File: config.mk
export PLATFORM = sky130hd
export DESIGN_NAME = tap_scan_port
export DESIGN_NICKNAME = d
export VERILOG_FILES = /design/src/verilog/tap_scan_pkg.sv /design/src/verilog/tap_edge_sync.sv /design/src/verilog/tap_scan_port.sv
export SDC_FILE = /design/constraint.sdc
export NUM_CORES = 1
export LEC_CHECK = 0
export BUFFER_PORTS_ARGS = -buffer_cell sky130_fd_sc_hd__buf_2
export CAP_MARGIN = 30
export CORE_MARGIN = 5
export CORE_UTILIZATION = 45
export CTS_CLUSTER_DIAMETER = 60
export CTS_CLUSTER_SIZE = 16
export DETAILED_ROUTE_END_ITERATION = 7
export PLACE_DENSITY = 0.77
export SYNTH_ARGS = -nofsm -noshare
export SYNTH_HDL_FRONTEND = slang
export SYNTH_SLANG_ARGS = --single-unit
File: constraint.sdc
create_clock -name clock -period 1.8 [get_ports clock]
set_input_delay 0.45 -clock clock [delete_from_list [all_inputs] [get_ports clock]]
set_output_delay 0.45 -clock clock [all_outputs]
set_load 0.01 [all_outputs]
File: src/verilog/tap_scan_pkg.sv
/*
  Shared types and constants for the test access port block: TAP states,
  instruction codes, capture patterns and pin groupings.
  Assumes a single system clock that oversamples the test clock.
*/
`default_nettype none
package tap_scan_pkg;

  // ----------------------------------------------------------------
  // TAP controller states, 4-bit codes changing up to three bits per step
  // ----------------------------------------------------------------
  typedef enum logic [3:0] {
    ST_RESET    = 4'hF,
    ST_IDLE     = 4'hC,
    ST_SEL_DR   = 4'h7,
    ST_CAP_DR   = 4'h6,
    ST_SHIFT_DR = 4'h2,
    ST_EXIT1_DR = 4'h1,
    ST_PAUSE_DR = 4'h3,
    ST_EXIT2_DR = 4'h0,
    ST_UPD_DR   = 4'h5,
    ST_SEL_IR   = 4'h4,
    ST_CAP_IR   = 4'hE,
    ST_SHIFT_IR = 4'hA,
    ST_EXIT1_IR = 4'h9,
    ST_PAUSE_IR = 4'hB,
    ST_EXIT2_IR = 4'h8,
    ST_UPD_IR   = 4'hD
  } tap_state_t;

  localparam int IR_WIDTH = 8;
  localparam int DR_WIDTH = 8;
  localparam logic [IR_WIDTH-1:0] IR_CAPTURE = 8'h81;
  localparam logic [IR_WIDTH-1:0] IR_BYPASS = 8'hFF;
  localparam logic [IR_WIDTH-1:0] IR_USERDATA = 8'h02;
  localparam logic [IR_WIDTH-1:0] IR_RESET_VALUE = IR_BYPASS;
  localparam logic BYPASS_CAPTURE = 1'b0;
  localparam logic [DR_WIDTH-1:0] DR_RESET_VALUE = 8'h00;

  // Test clock period in the bench and system clock period
  localparam int TCK_PERIOD_NS = 200;
  localparam int CLK_PERIOD_NS = 25;
  localparam int TCK_CYCLES = TCK_PERIOD_NS / CLK_PERIOD_NS;

  // Pins coming from the test controller
  typedef struct packed {
    logic tck;
    logic tms;
    logic tdi;
  } tap_pins_t;

  // Serial data out as a three-state pin: data and enable
  typedef struct packed {
    logic dout;
    logic doutEn;
  } tap_out_t;

endpackage
`default_nettype wire

File: src/verilog/tap_edge_sync.sv
/*
  Two-stage synchroniser for the test controller pins and an edge finder
  for the test clock.  Assumes pins are asynchronous to clock.
*/
`timescale 1ns/10ps
`default_nettype none
module tap_edge_sync
  import tap_scan_pkg::*;
(
  input wire logic clock,
  input wire logic sys_rst,
  input wire logic clkEn,
  input wire tap_pins_t pinsIn,
  output tap_pins_t pinsSync,
  output logic tckRise,
  output logic tckFall
);

  tap_pins_t meta_ff;
  tap_pins_t sync_ff;
  logic tckLast_ff;
  tap_pins_t nxt_meta;
  tap_pins_t nxt_sync;
  logic nxt_tckLast;

  always_comb begin
    nxt_meta = meta_ff;
    nxt_sync = sync_ff;
    nxt_tckLast = tckLast_ff;
    if (sys_rst) begin
      nxt_meta = '0;
      nxt_sync = '0;
      nxt_tckLast = 1'b0;
    end else if (clkEn) begin
      nxt_meta = pinsIn;
      nxt_sync = meta_ff;
      nxt_tckLast = sync_ff.tck;
    end
  end

  always_ff @(posedge clock) begin
    meta_ff <= nxt_meta;
    sync_ff <= nxt_sync;
    tckLast_ff <= nxt_tckLast;
  end

  assign pinsSync = sync_ff;
  // Edges seen only on the second stage, never the first
  assign tckRise = clkEn & sync_ff.tck & ~tckLast_ff;
  assign tckFall = clkEn & ~sync_ff.tck & tckLast_ff;

endmodule
`default_nettype wire

File: src/verilog/tap_scan_port.sv
/*
  Test access port with instruction register, bypass register and one
  user data register.  The test clock is oversampled by clock; it must run
  well below clock/4.  Rising edges sample, falling edges drive and update.
  With clkEn low a whole test-clock pulse is lost, but a level change still standing when clkEn returns is seen late, so the
  surrounding logic must keep it high for whole scans.
*/
// Notes on behaviour
// - Serial out goes high impedance on falling edge in either Exit1 state.
// - Update-IR falling edge loads shifted instruction into active instruction.
// - With bypass selected, bypass bit captures zero leaving Capture-DR.
// - Entering Shift-DR, serial out enabled on falling edge; input valid then.
// - Serial input sampled on rising edges starting when leaving first shift.
// - Bypass path delays serial data by exactly one shift cycle.
// - With user data selected, Update-DR falling edge moves shifted data to the parallel output stage.
// - Leaving Capture-IR the instruction shift register loads 10000001.
// - Inputs sampled on rising edges; outputs driven on falling edges.
`timescale 1ns/10ps
`default_nettype none
module tap_scan_port
  import tap_scan_pkg::*;
(
  input wire logic clock,
  input wire logic sys_rst,
  input wire logic clkEn,
  input wire tap_pins_t pinsIn,
  input wire logic [DR_WIDTH-1:0] captureData,
  output tap_out_t tdoPin,
  output logic [IR_WIDTH-1:0] activeIr,
  output logic [DR_WIDTH-1:0] userData,
  output logic [3:0] tapState
);

  // ----------------------------------------------------------------
  // Pin synchronising
  // ----------------------------------------------------------------
  tap_pins_t pins;
  logic tckRise;
  logic tckFall;

  tap_edge_sync u_sync (
    .clock(clock),
    .sys_rst(sys_rst),
    .clkEn(clkEn),
    .pinsIn(pinsIn),
    .pinsSync(pins),
    .tckRise(tckRise),
    .tckFall(tckFall)
  );

  // ----------------------------------------------------------------
  // Controller state
  // ----------------------------------------------------------------
  // State codes change up to three bits per step along the scan paths
  // (Idle to Select-DR), and the debug view shows the raw code on a logic analyser
  tap_state_t state_ff;
  tap_state_t nxt_state;

  function automatic tap_state_t next_tap(input tap_state_t s, input logic m);
    case (s)
      ST_RESET: next_tap = m ? ST_RESET : ST_IDLE;
      ST_IDLE: next_tap = m ? ST_SEL_DR : ST_IDLE;
      ST_SEL_DR: next_tap = m ? ST_SEL_IR : ST_CAP_DR;
      ST_CAP_DR: next_tap = m ? ST_EXIT1_DR : ST_SHIFT_DR;
      ST_SHIFT_DR: next_tap = m ? ST_EXIT1_DR : ST_SHIFT_DR;
      ST_EXIT1_DR: next_tap = m ? ST_UPD_DR : ST_PAUSE_DR;
      ST_PAUSE_DR: next_tap = m ? ST_EXIT2_DR : ST_PAUSE_DR;
      ST_EXIT2_DR: next_tap = m ? ST_UPD_DR : ST_SHIFT_DR;
      ST_UPD_DR: next_tap = m ? ST_SEL_DR : ST_IDLE;
      ST_SEL_IR: next_tap = m ? ST_RESET : ST_CAP_IR;
      ST_CAP_IR: next_tap = m ? ST_EXIT1_IR : ST_SHIFT_IR;
      ST_SHIFT_IR: next_tap = m ? ST_EXIT1_IR : ST_SHIFT_IR;
      ST_EXIT1_IR: next_tap = m ? ST_UPD_IR : ST_PAUSE_IR;
      ST_PAUSE_IR: next_tap = m ? ST_EXIT2_IR : ST_PAUSE_IR;
      ST_EXIT2_IR: next_tap = m ? ST_UPD_IR : ST_SHIFT_IR;
      ST_UPD_IR: next_tap = m ? ST_SEL_DR : ST_IDLE;
      default: next_tap = ST_RESET;
    endcase
  endfunction

  always_comb begin
    nxt_state = state_ff;
    if (sys_rst) begin
      // Synchronous reset outranks a test-clock edge in the same cycle
      nxt_state = ST_RESET;
    end else if (tckRise) begin
      nxt_state = next_tap(state_ff, pins.tms);
    end
  end

  always_ff @(posedge clock) begin
    state_ff <= nxt_state;
  end

  // ----------------------------------------------------------------
  // Shift registers, sampled on rising test-clock edges
  // ----------------------------------------------------------------
  // Only rising edges touch these; the falling edge reads them half a
  // test clock later, so shifting and driving never race
  logic [IR_WIDTH-1:0] irShift_ff;
  logic [IR_WIDTH-1:0] nxt_irShift;
  logic [DR_WIDTH-1:0] drShift_ff;
  logic [DR_WIDTH-1:0] nxt_drShift;
  logic bypass_ff;
  logic nxt_bypass;
  logic isBypass;
  // Active instruction is declared here because the decode below reads it
  logic [IR_WIDTH-1:0] activeIr_ff;
  logic [IR_WIDTH-1:0] nxt_activeIr;

  // Only the user code selects the wide register; every other code,
  // undefined ones included, takes the one-bit path so a stray
  // instruction never lengthens the chain the controller expects
  function automatic logic selects_bypass(input logic [IR_WIDTH-1:0] code);
    selects_bypass = (code != IR_USERDATA);
  endfunction

  assign isBypass = selects_bypass(activeIr_ff);

  always_comb begin
    nxt_irShift = irShift_ff;
    nxt_drShift = drShift_ff;
    nxt_bypass = bypass_ff;
    if (sys_rst) begin
      nxt_irShift = IR_CAPTURE;
      nxt_drShift = DR_RESET_VALUE;
      nxt_bypass = BYPASS_CAPTURE;
    end else if (tckRise) begin
      case (state_ff)
        ST_CAP_IR: nxt_irShift = IR_CAPTURE;
        ST_SHIFT_IR: nxt_irShift = {pins.tdi, irShift_ff[IR_WIDTH-1:1]};
        ST_CAP_DR: begin
          if (isBypass) begin
            nxt_bypass = BYPASS_CAPTURE;
          end else begin
            nxt_drShift = captureData;
          end
        end
        ST_SHIFT_DR: begin
          if (isBypass) begin
            nxt_bypass = pins.tdi;
          end else begin
            nxt_drShift = {pins.tdi, drShift_ff[DR_WIDTH-1:1]};
          end
        end
        default: begin
        end
      endcase
    end
  end

  always_ff @(posedge clock) begin
    irShift_ff <= nxt_irShift;
    drShift_ff <= nxt_drShift;
    bypass_ff <= nxt_bypass;
  end

  // ----------------------------------------------------------------
  // Falling-edge outputs: serial out, enable, update stages
  // ----------------------------------------------------------------
  // Updates land on the falling edge, one and a half test clocks after the last
  // shift, so the parallel stages never see a half-shifted value
  logic [DR_WIDTH-1:0] userData_ff;
  logic [DR_WIDTH-1:0] nxt_userData;
  logic tdo_ff;
  logic nxt_tdo;
  logic tdoEn_ff;
  logic nxt_tdoEn;

  always_comb begin
    nxt_activeIr = activeIr_ff;
    nxt_userData = userData_ff;
    nxt_tdo = tdo_ff;
    nxt_tdoEn = tdoEn_ff;
    if (sys_rst) begin
      nxt_activeIr = IR_RESET_VALUE;
      nxt_userData = DR_RESET_VALUE;
      nxt_tdo = 1'b0;
      nxt_tdoEn = 1'b0;
    end else if (tckFall) begin
      case (state_ff)
        ST_RESET: nxt_activeIr = IR_RESET_VALUE;
        ST_SHIFT_IR: begin
          nxt_tdoEn = 1'b1;
          nxt_tdo = irShift_ff[0];
        end
        ST_SHIFT_DR: begin
          nxt_tdoEn = 1'b1;
          // Bypass bit holds the previous input, giving one cycle of delay
          nxt_tdo = isBypass ? bypass_ff : drShift_ff[0];
        end
        ST_UPD_IR: nxt_activeIr = irShift_ff;
        ST_UPD_DR: begin
          if (!isBypass) begin
            nxt_userData = drShift_ff;
          end
        end
        default: nxt_tdoEn = 1'b0;
      endcase
    end
  end

  always_ff @(posedge clock) begin
    activeIr_ff <= nxt_activeIr;
    userData_ff <= nxt_userData;
    tdo_ff <= nxt_tdo;
    tdoEn_ff <= nxt_tdoEn;
  end

  // ----------------------------------------------------------------
  // Output ports
  // ----------------------------------------------------------------
  // Every port is a plain copy of a register, so nothing combinational
  // reaches the pins and the far side never sees a glitch
  assign tdoPin = '{dout: tdo_ff, doutEn: tdoEn_ff};
  assign activeIr = activeIr_ff;
  assign userData = userData_ff;
  // The state register itself is the debug view; a second copy would only
  // cost flops and could drift from it
  assign tapState = state_ff;

endmodule
`default_nettype wire
==> impl_metrics.py, run 1 <==
metrics = {
    "status": {
        "status": "complete, no violations",
    },
    "detailed_routing": {
        "vias": 1677,
        "remaining_drc_errors": 0,
        "route.final.wire_length_um": 4230,
        "vias_per_cell": 5.38,
        "first_iter_violations": 189,
        "wl_per_cell_um": 13.6,
        "drtPass1Iterations": 4,
        "ant_nets": 0,
    },
    "min_path": {
        "whs_endpoint": "u_sync.meta_ff[1]",
        "holdPathStages": 3,
        "holdCritStartpoint": "pinsIn[1]",
        "hp-class": "input pin to flip-flop",
    },
    "timing": {
        "timing.fmax_ghz": 0.616,
        "hold_slack_ns": 0.387,
        "fin_crit_sh_pct": 90.2,
        "tightest_slew_ns": 0.410,
        "fin_skew_ns": 0.0142,
        "hold_viol_final": 0,
        "rsz0062_at_grt": "false",
        "period_needed_ns": 1.62,
        "worst_slack_ns": 0.177,
        "setup_viol": 0,
        "relSlewSlack_pct": 72.4,
        "fin_tns_setup_ns": 0,
        "slew_violations": 0,
    },
    "clocking": {
        "htree_levels": 2,
        "cts-root-buf": "clkbuf_8",
        "cts_buffer_depth": 2,
        "clock-sinks": 46,
        "clock_latency_ns": 0.30,
        "cts_buffers": 5,
        "postCtsHoldBufs": 0,
        "cts_setup_buffers": 0,
        "cts_tree": "done",
        "cts_resized": 0,
        "path_clk_slew_ns": 0.08,
    },
    "place": {
        "port_buffers": 35,
        "hpwlAfterDp_um": 3030,
        "gp_congestion": 0.836,
        "place_ws_ns": 0.151,
        "dpl_cell_area_sq_um": 2350,
    },
    "run": {
        "max_cap_viol_count": 0,
    },
    "worst_setup_path": {
        "r2r-start": "tapState[3]",
        "startpoint_type": "flip-flop",
        "required_ns": 1.99,
        "worst_r2r_endpoint": "activeIr[7]",
        "cp-end-kind": "flip-flop",
        "critPathKind": "flip-flop to flip-flop",
        "crit_fanout": 9,
        "r2r_cells": 4,
        "crit_arrival_ns": 1.81,
        "reg2reg_setup_slack_ns": 0.18,
    },
    "die": {
        "die_area_sq_um": 6160,
        "die_w_um": 78.5,
        "coreArea_sq_um": 4630,
        "rows": 25,
        "io_pins": 36,
        "die_h_um": 78.5,
        "floorplan.initialDensity_pct": 45.6,
    },
    "power_and_ir_drop": {
        "power_density_nw_per_um2": 718,
        "sw_frac_of_total_pct": 23.1,
        "power_frac_comb_pct": 6.4,
        "power_frac_seq_pct": 59.6,
        "internal_power_w": 0.00134,
        "clkPwrFrac_pct": 34.1,
        "power_leakage_nw": 1.06,
        "power.switching_w": 0.000404,
        "ir_worst_vdd_mv": 0.347,
    },
    "yosys": {
        "synth-seq-cells": 46,
        "synthCells": 224,
        "syn-num-nets": 238,
        "yosys.cell_types.count": 40,
        "yosysWarnings": 0,
        "syn_avg_cell_area_sq_um": 9.43,
        "netlist_area_sq_um": 2110,
        "ys_seq_area_share_pct": 43.6,
    },
    "cells_and_area": {
        "n_antenna_cell": 0,
        "drive_gt1_share_pct": 26.0,
        "final_area_sq_um": 2430,
        "finalNetCount": 272,
        "final_cell_mix": "dfxtp_1, nor2_1, buf_2",
        "syn_to_final_growth_pct": 15.0,
        "regArea_sq_um": 921,
        "fill_cells": 433,
        "final_common_cell": "dfxtp_1",
        "multi_input_area_sq_um": 1060,
    },
    "global_route": {
        "grt_antenna_before_repair": 0,
        "grt_pass1_vias": 1551,
        "grt_usage_pct": 14.6,
        "grt_max_degree": 47,
        "grt_pass1_wl_um": 7250,
        "grt-ovfl-total": 0,
    },
}
## how the worst max path moves through the flow
stage | slack, ns | depth (start not counted) | to | start
floorplan | 0.22 | 6 | irShift_ff[7] | clkEn
global placement | 0.19 | 5 | irShift_ff[0] | clkEn
detailed placement | 0.15 | 5 | irShift_ff[0] | clkEn
CTS | 0.16 | 5 | drShift_ff[7] | activeIr[7]
global route | 0.03 | 5 | drShift_ff[7] | activeIr[7]
finish | 0.18 | 4 | activeIr[7] | tapState[3]
## through the flow
stage                     power [W]  instances  utilization [%]
after detailed placement    0.00117        305             50.8
after global placement      0.00117        305             50.8
after global routing        0.00181        312             52.5
after floorplan             0.00113        224                -
final                       0.00174        312             52.5
after CTS                   0.00176        312             52.5
## critical path, stage by stage (launching register included)
cell      delay (ns)
dfxtp_1         0.54
inv_1           0.16
or3_1           0.53
nor3_1          0.20
o21bai_1        0.08
## synth_stat cells
cell	count	share of area [%]
a2111oi_2	1	0.71
a211oi_1	7	2.5
a211oi_2	2	1.2
a21boi_0	1	0.36
a21o_1	1	0.36
a21oi_1	10	2.4
a311oi_1	1	0.41
a32oi_1	1	0.41
and2_0	1	0.30
and3_1	1	0.30
and3b_1	2	0.83
and4_1	1	0.41
and4bb_2	1	0.59
buf_12	1	0.95
buf_2	4	0.95
buf_4	4	1.4
buf_6	1	0.53
clkbuf_1	10	1.8
dfxtp_1	46	44
inv_1	3	0.53
mux2i_1	25	12
nand2_1	8	1.4
nand2b_1	3	0.89
nand3_1	2	0.47
nand3b_1	7	2.5
nand3b_2	1	0.53
nand3b_4	1	0.95
nand4_2	1	0.59
nor2_1	35	6.2
nor2_2	2	0.59
nor3_1	13	3.1
nor3_2	1	0.47
nor3b_1	2	0.71
nor4_4	1	1.0
nor4b_2	1	0.71
nor4b_4	1	1.1
o211ai_1	1	0.36
o21ai_0	8	1.9
o21bai_1	10	3.6
or3_1	2	0.59
## metal layers
metal / vias to the layer above / wire length [um] / GRT usage (%)
met4: 0 / 102 / 6.99
met5: - / 0 / 0
li1: 854 / - / -
met2: 34 / 2000 / 23.3
met1: 777 / 1980 / 19.0
met3: 12 / 149 / 2.87
## kinds of logic after synthesis
family,share of synthesized area [%]
AO/OA/AOI/OAI,14.1
buffers and inverters,6.16
flip-flops,43.6
multiplexers,11.8
AND/OR/NAND/NOR,24.3
## registers in the layout, summed over array words and instances (netlist names)
register,flops
activeIr,8
u_sync.pinsSync,3
tdoEn_ff,1
tdo_ff,1
u_sync.meta_ff,3
drShift_ff,8
tapState,4
u_sync.tckLast_ff,1
userData,8
bypass_ff,1
irShift_ff,8
## power by group through the flow
stage               Combinational [W]  Clock, W  Sequential, W
finish                       0.000111  0.000594        0.00104
CTS                          0.000111  0.000607        0.00104
detailed placement           0.000111         0        0.00106
floorplan                   0.0000769         0        0.00106
global route                 0.000122  0.000649        0.00104
global placement             0.000110         0        0.00106
## cell type report
class,instances,area share [%]
multi-input cells,155,43.7
inverters,3,0.463
clock buffers,5,2.83
flip-flops and latches,46,37.9
well taps,54,2.78
repair buffers,47,11.9
clock inverters,2,0.412
(Power assumes the default switching activity.)
==> run 2, diff against run 1 <==
Settings changed: PLACE_DENSITY 0.77 to default, PLACE_DENSITY_LB_ADDON from default to 0.25.
==> run 2 against run 1 <==
  * Design area up 0.98%
  * Worst setup slack gained 0.0017 ns
  * Clock skew decreased by 0.0090 ns
  * Die area is the same
  * Core utilization is 0.51 points higher
  * Combinational power hardly changed
  * Sequential share of layout area down 0.37 points
  * Total power up 9.2%
  * Non-clock buffer count down 1
  * Clock power up 27%
  * Sequential cell count unchanged
  * Fmax rose by 0.11%
==> impl_metrics.py, run 2 (same netlist as run 1, synthesis figures left out) <==
metrics = {
    "status": {
        "status": "complete, no violations",
    },
    "global_route": {
        "grt_pass1_wl_um": 7130,
        "grt_usage_pct": 14.3,
        "grt_antenna_before_repair": 0,
        "grt_pass1_vias": 1539,
        "grt_max_degree": 41,
        "grt-ovfl-total": 0,
    },
    "worst_setup_path": {
        "cp-end-kind": "flip-flop",
        "reg2reg_setup_slack_ns": 0.18,
        "worst_r2r_endpoint": "drShift_ff[7]",
        "r2r_cells": 5,
        "critPathTopFamily": "simple AND/OR/NAND/NOR gates",
        "path_cells": "nor4_4 > and4_1 > buf_12 > nor2_1 > a211oi_1",
        "crit_fanout": 16,
        "critPathSlowestCell": "nor4_4",
        "r2r-start": "activeIr[3]",
        "cp_num_buf_inv": 1,
        "startpoint_type": "flip-flop",
        "required_ns": 2.01,
        "cp_slowest_stage_delay_ns": 0.46,
        "crit_arrival_ns": 1.83,
        "critPathKind": "flip-flop to flip-flop",
    },
    "timing": {
        "timing.fmax_ghz": 0.617,
        "rsz0062_at_grt": "false",
        "hold_slack_ns": 0.390,
        "setup_viol": 0,
        "relSlewSlack_pct": 71.4,
        "slew_violations": 0,
        "tightest_slew_ns": 0.426,
        "period_needed_ns": 1.62,
        "fin_skew_ns": 0.00523,
        "fin_crit_sh_pct": 90.1,
        "fin_tns_setup_ns": 0,
        "hold_viol_final": 0,
    },
    "cells_and_area": {
        "syn_to_final_growth_pct": 16.2,
        "drive_gt1_share_pct": 25.6,
        "final_cell_mix": "dfxtp_1, nor2_1, buf_2",
        "finalNetCount": 271,
        "fill_cells": 445,
        "final_area_sq_um": 2450,
        "final_common_cell": "dfxtp_1",
        "n_antenna_cell": 0,
        "regArea_sq_um": 921,
        "multi_input_area_sq_um": 1060,
    },
    "clocking": {
        "htree_levels": 2,
        "cts_tree": "done",
        "clock-sinks": 46,
        "postCtsHoldBufs": 0,
        "cts_setup_buffers": 0,
        "cts-root-buf": "clkbuf_8",
        "cts_resized": 0,
        "clock_latency_ns": 0.29,
        "path_clk_slew_ns": 0.08,
        "cts_buffer_depth": 2,
        "cts_buffers": 5,
    },
    "power_and_ir_drop": {
        "ir_worst_vdd_mv": 0.367,
        "power_leakage_nw": 1.06,
        "power_density_nw_per_um2": 776,
    },
    "die": {
        "die_w_um": 78.5,
        "die_h_um": 78.5,
        "io_pins": 36,
        "coreArea_sq_um": 4630,
        "rows": 25,
        "floorplan.initialDensity_pct": 45.6,
        "die_area_sq_um": 6160,
    },
    "detailed_routing": {
        "vias_per_cell": 5.21,
        "route.final.wire_length_um": 4140,
        "vias": 1625,
        "drtPass1Iterations": 4,
        "first_iter_violations": 88,
        "remaining_drc_errors": 0,
        "ant_nets": 0,
        "wl_per_cell_um": 13.3,
    },
    "min_path": {
        "hp-class": "input pin to flip-flop",
        "holdCritStartpoint": "pinsIn[0]",
        "whs_endpoint": "u_sync.meta_ff[0]",
        "holdPathStages": 3,
    },
    "place": {
        "dpl_cell_area_sq_um": 2340,
        "gp_congestion": 0.802,
        "hpwlAfterDp_um": 3000,
        "port_buffers": 35,
    },
    "run": {
        "max_cap_viol_count": 0,
    },
}
run 2: how the worst max path moves through the flow:
| stage | from | end | slack (ns) | cells after the start |
|---|---|---|---|---|
| 2_1_floorplan | clkEn | irShift_ff[7] | 0.22 | 6 |
| 3_3_place_gp | clkEn | activeIr[4] | 0.19 | 5 |
| 3_5_place_dp | clkEn | irShift_ff[7] | 0.14 | 5 |
| 4_1_cts | activeIr[3] | drShift_ff[7] | 0.17 | 5 |
| 5_1_grt | tapState[3] | irShift_ff[0] | 0.07 | 4 |
| 6_report | activeIr[3] | drShift_ff[7] | 0.18 | 5 |
run 2: final cells by class:
type / count / share of cell area (%)
flip-flops and latches: 46 / 37.5
multi-input cells: 155 / 43.2
clock buffers: 6 / 2.96
inverters: 3 / 0.459
repair buffers: 46 / 11.5
well taps: 54 / 2.75
clock inverters: 2 / 1.53
run 2: power by group:
part	switching, W	internal (W)	total (W)
logic	0.0000564	0.0000539	0.000110
registers	0.0000133	0.00103	0.00104
clock network	0.000339	0.000414	0.000754
total	0.000409	0.00149	0.00190
run 2: routing by layer:
| metal | share of wire [%] | vias up | track usage, % | wire length (um) |
|---|---|---|---|---|
| met5 | 0 | - | 0 | 0 |
| met4 | 1.7 | 0 | 5.24 | 70 |
| met3 | 3.1 | 6 | 3.44 | 127 |
| met2 | 48 | 21 | 23.3 | 1980 |
| met1 | 47 | 749 | 18.3 | 1960 |
| li1 | - | 849 | - | - |
run 2: metrics by stage:
step | setup slack [ns] | cells | util (%) | power (W)
2_1_floorplan | 0.219 | 224 | - | 0.00113
3_3_place_gp | 0.186 | 304 | 50.6 | 0.00118
3_5_place_dp | 0.143 | 304 | 50.6 | 0.00118
4_1_cts | 0.166 | 312 | 53.0 | 0.00194
5_1_grt | 0.0742 | 312 | 53.0 | 0.00199
6_report | 0.178 | 312 | 53.0 | 0.00190
run 2: worst reg2reg max path, cell delays in order (launching register included):
cell	delay (ns)
dfxtp_1	0.35
nor4_4	0.46
and4_1	0.32
buf_12	0.15
nor2_1	0.05
a211oi_1	0.22
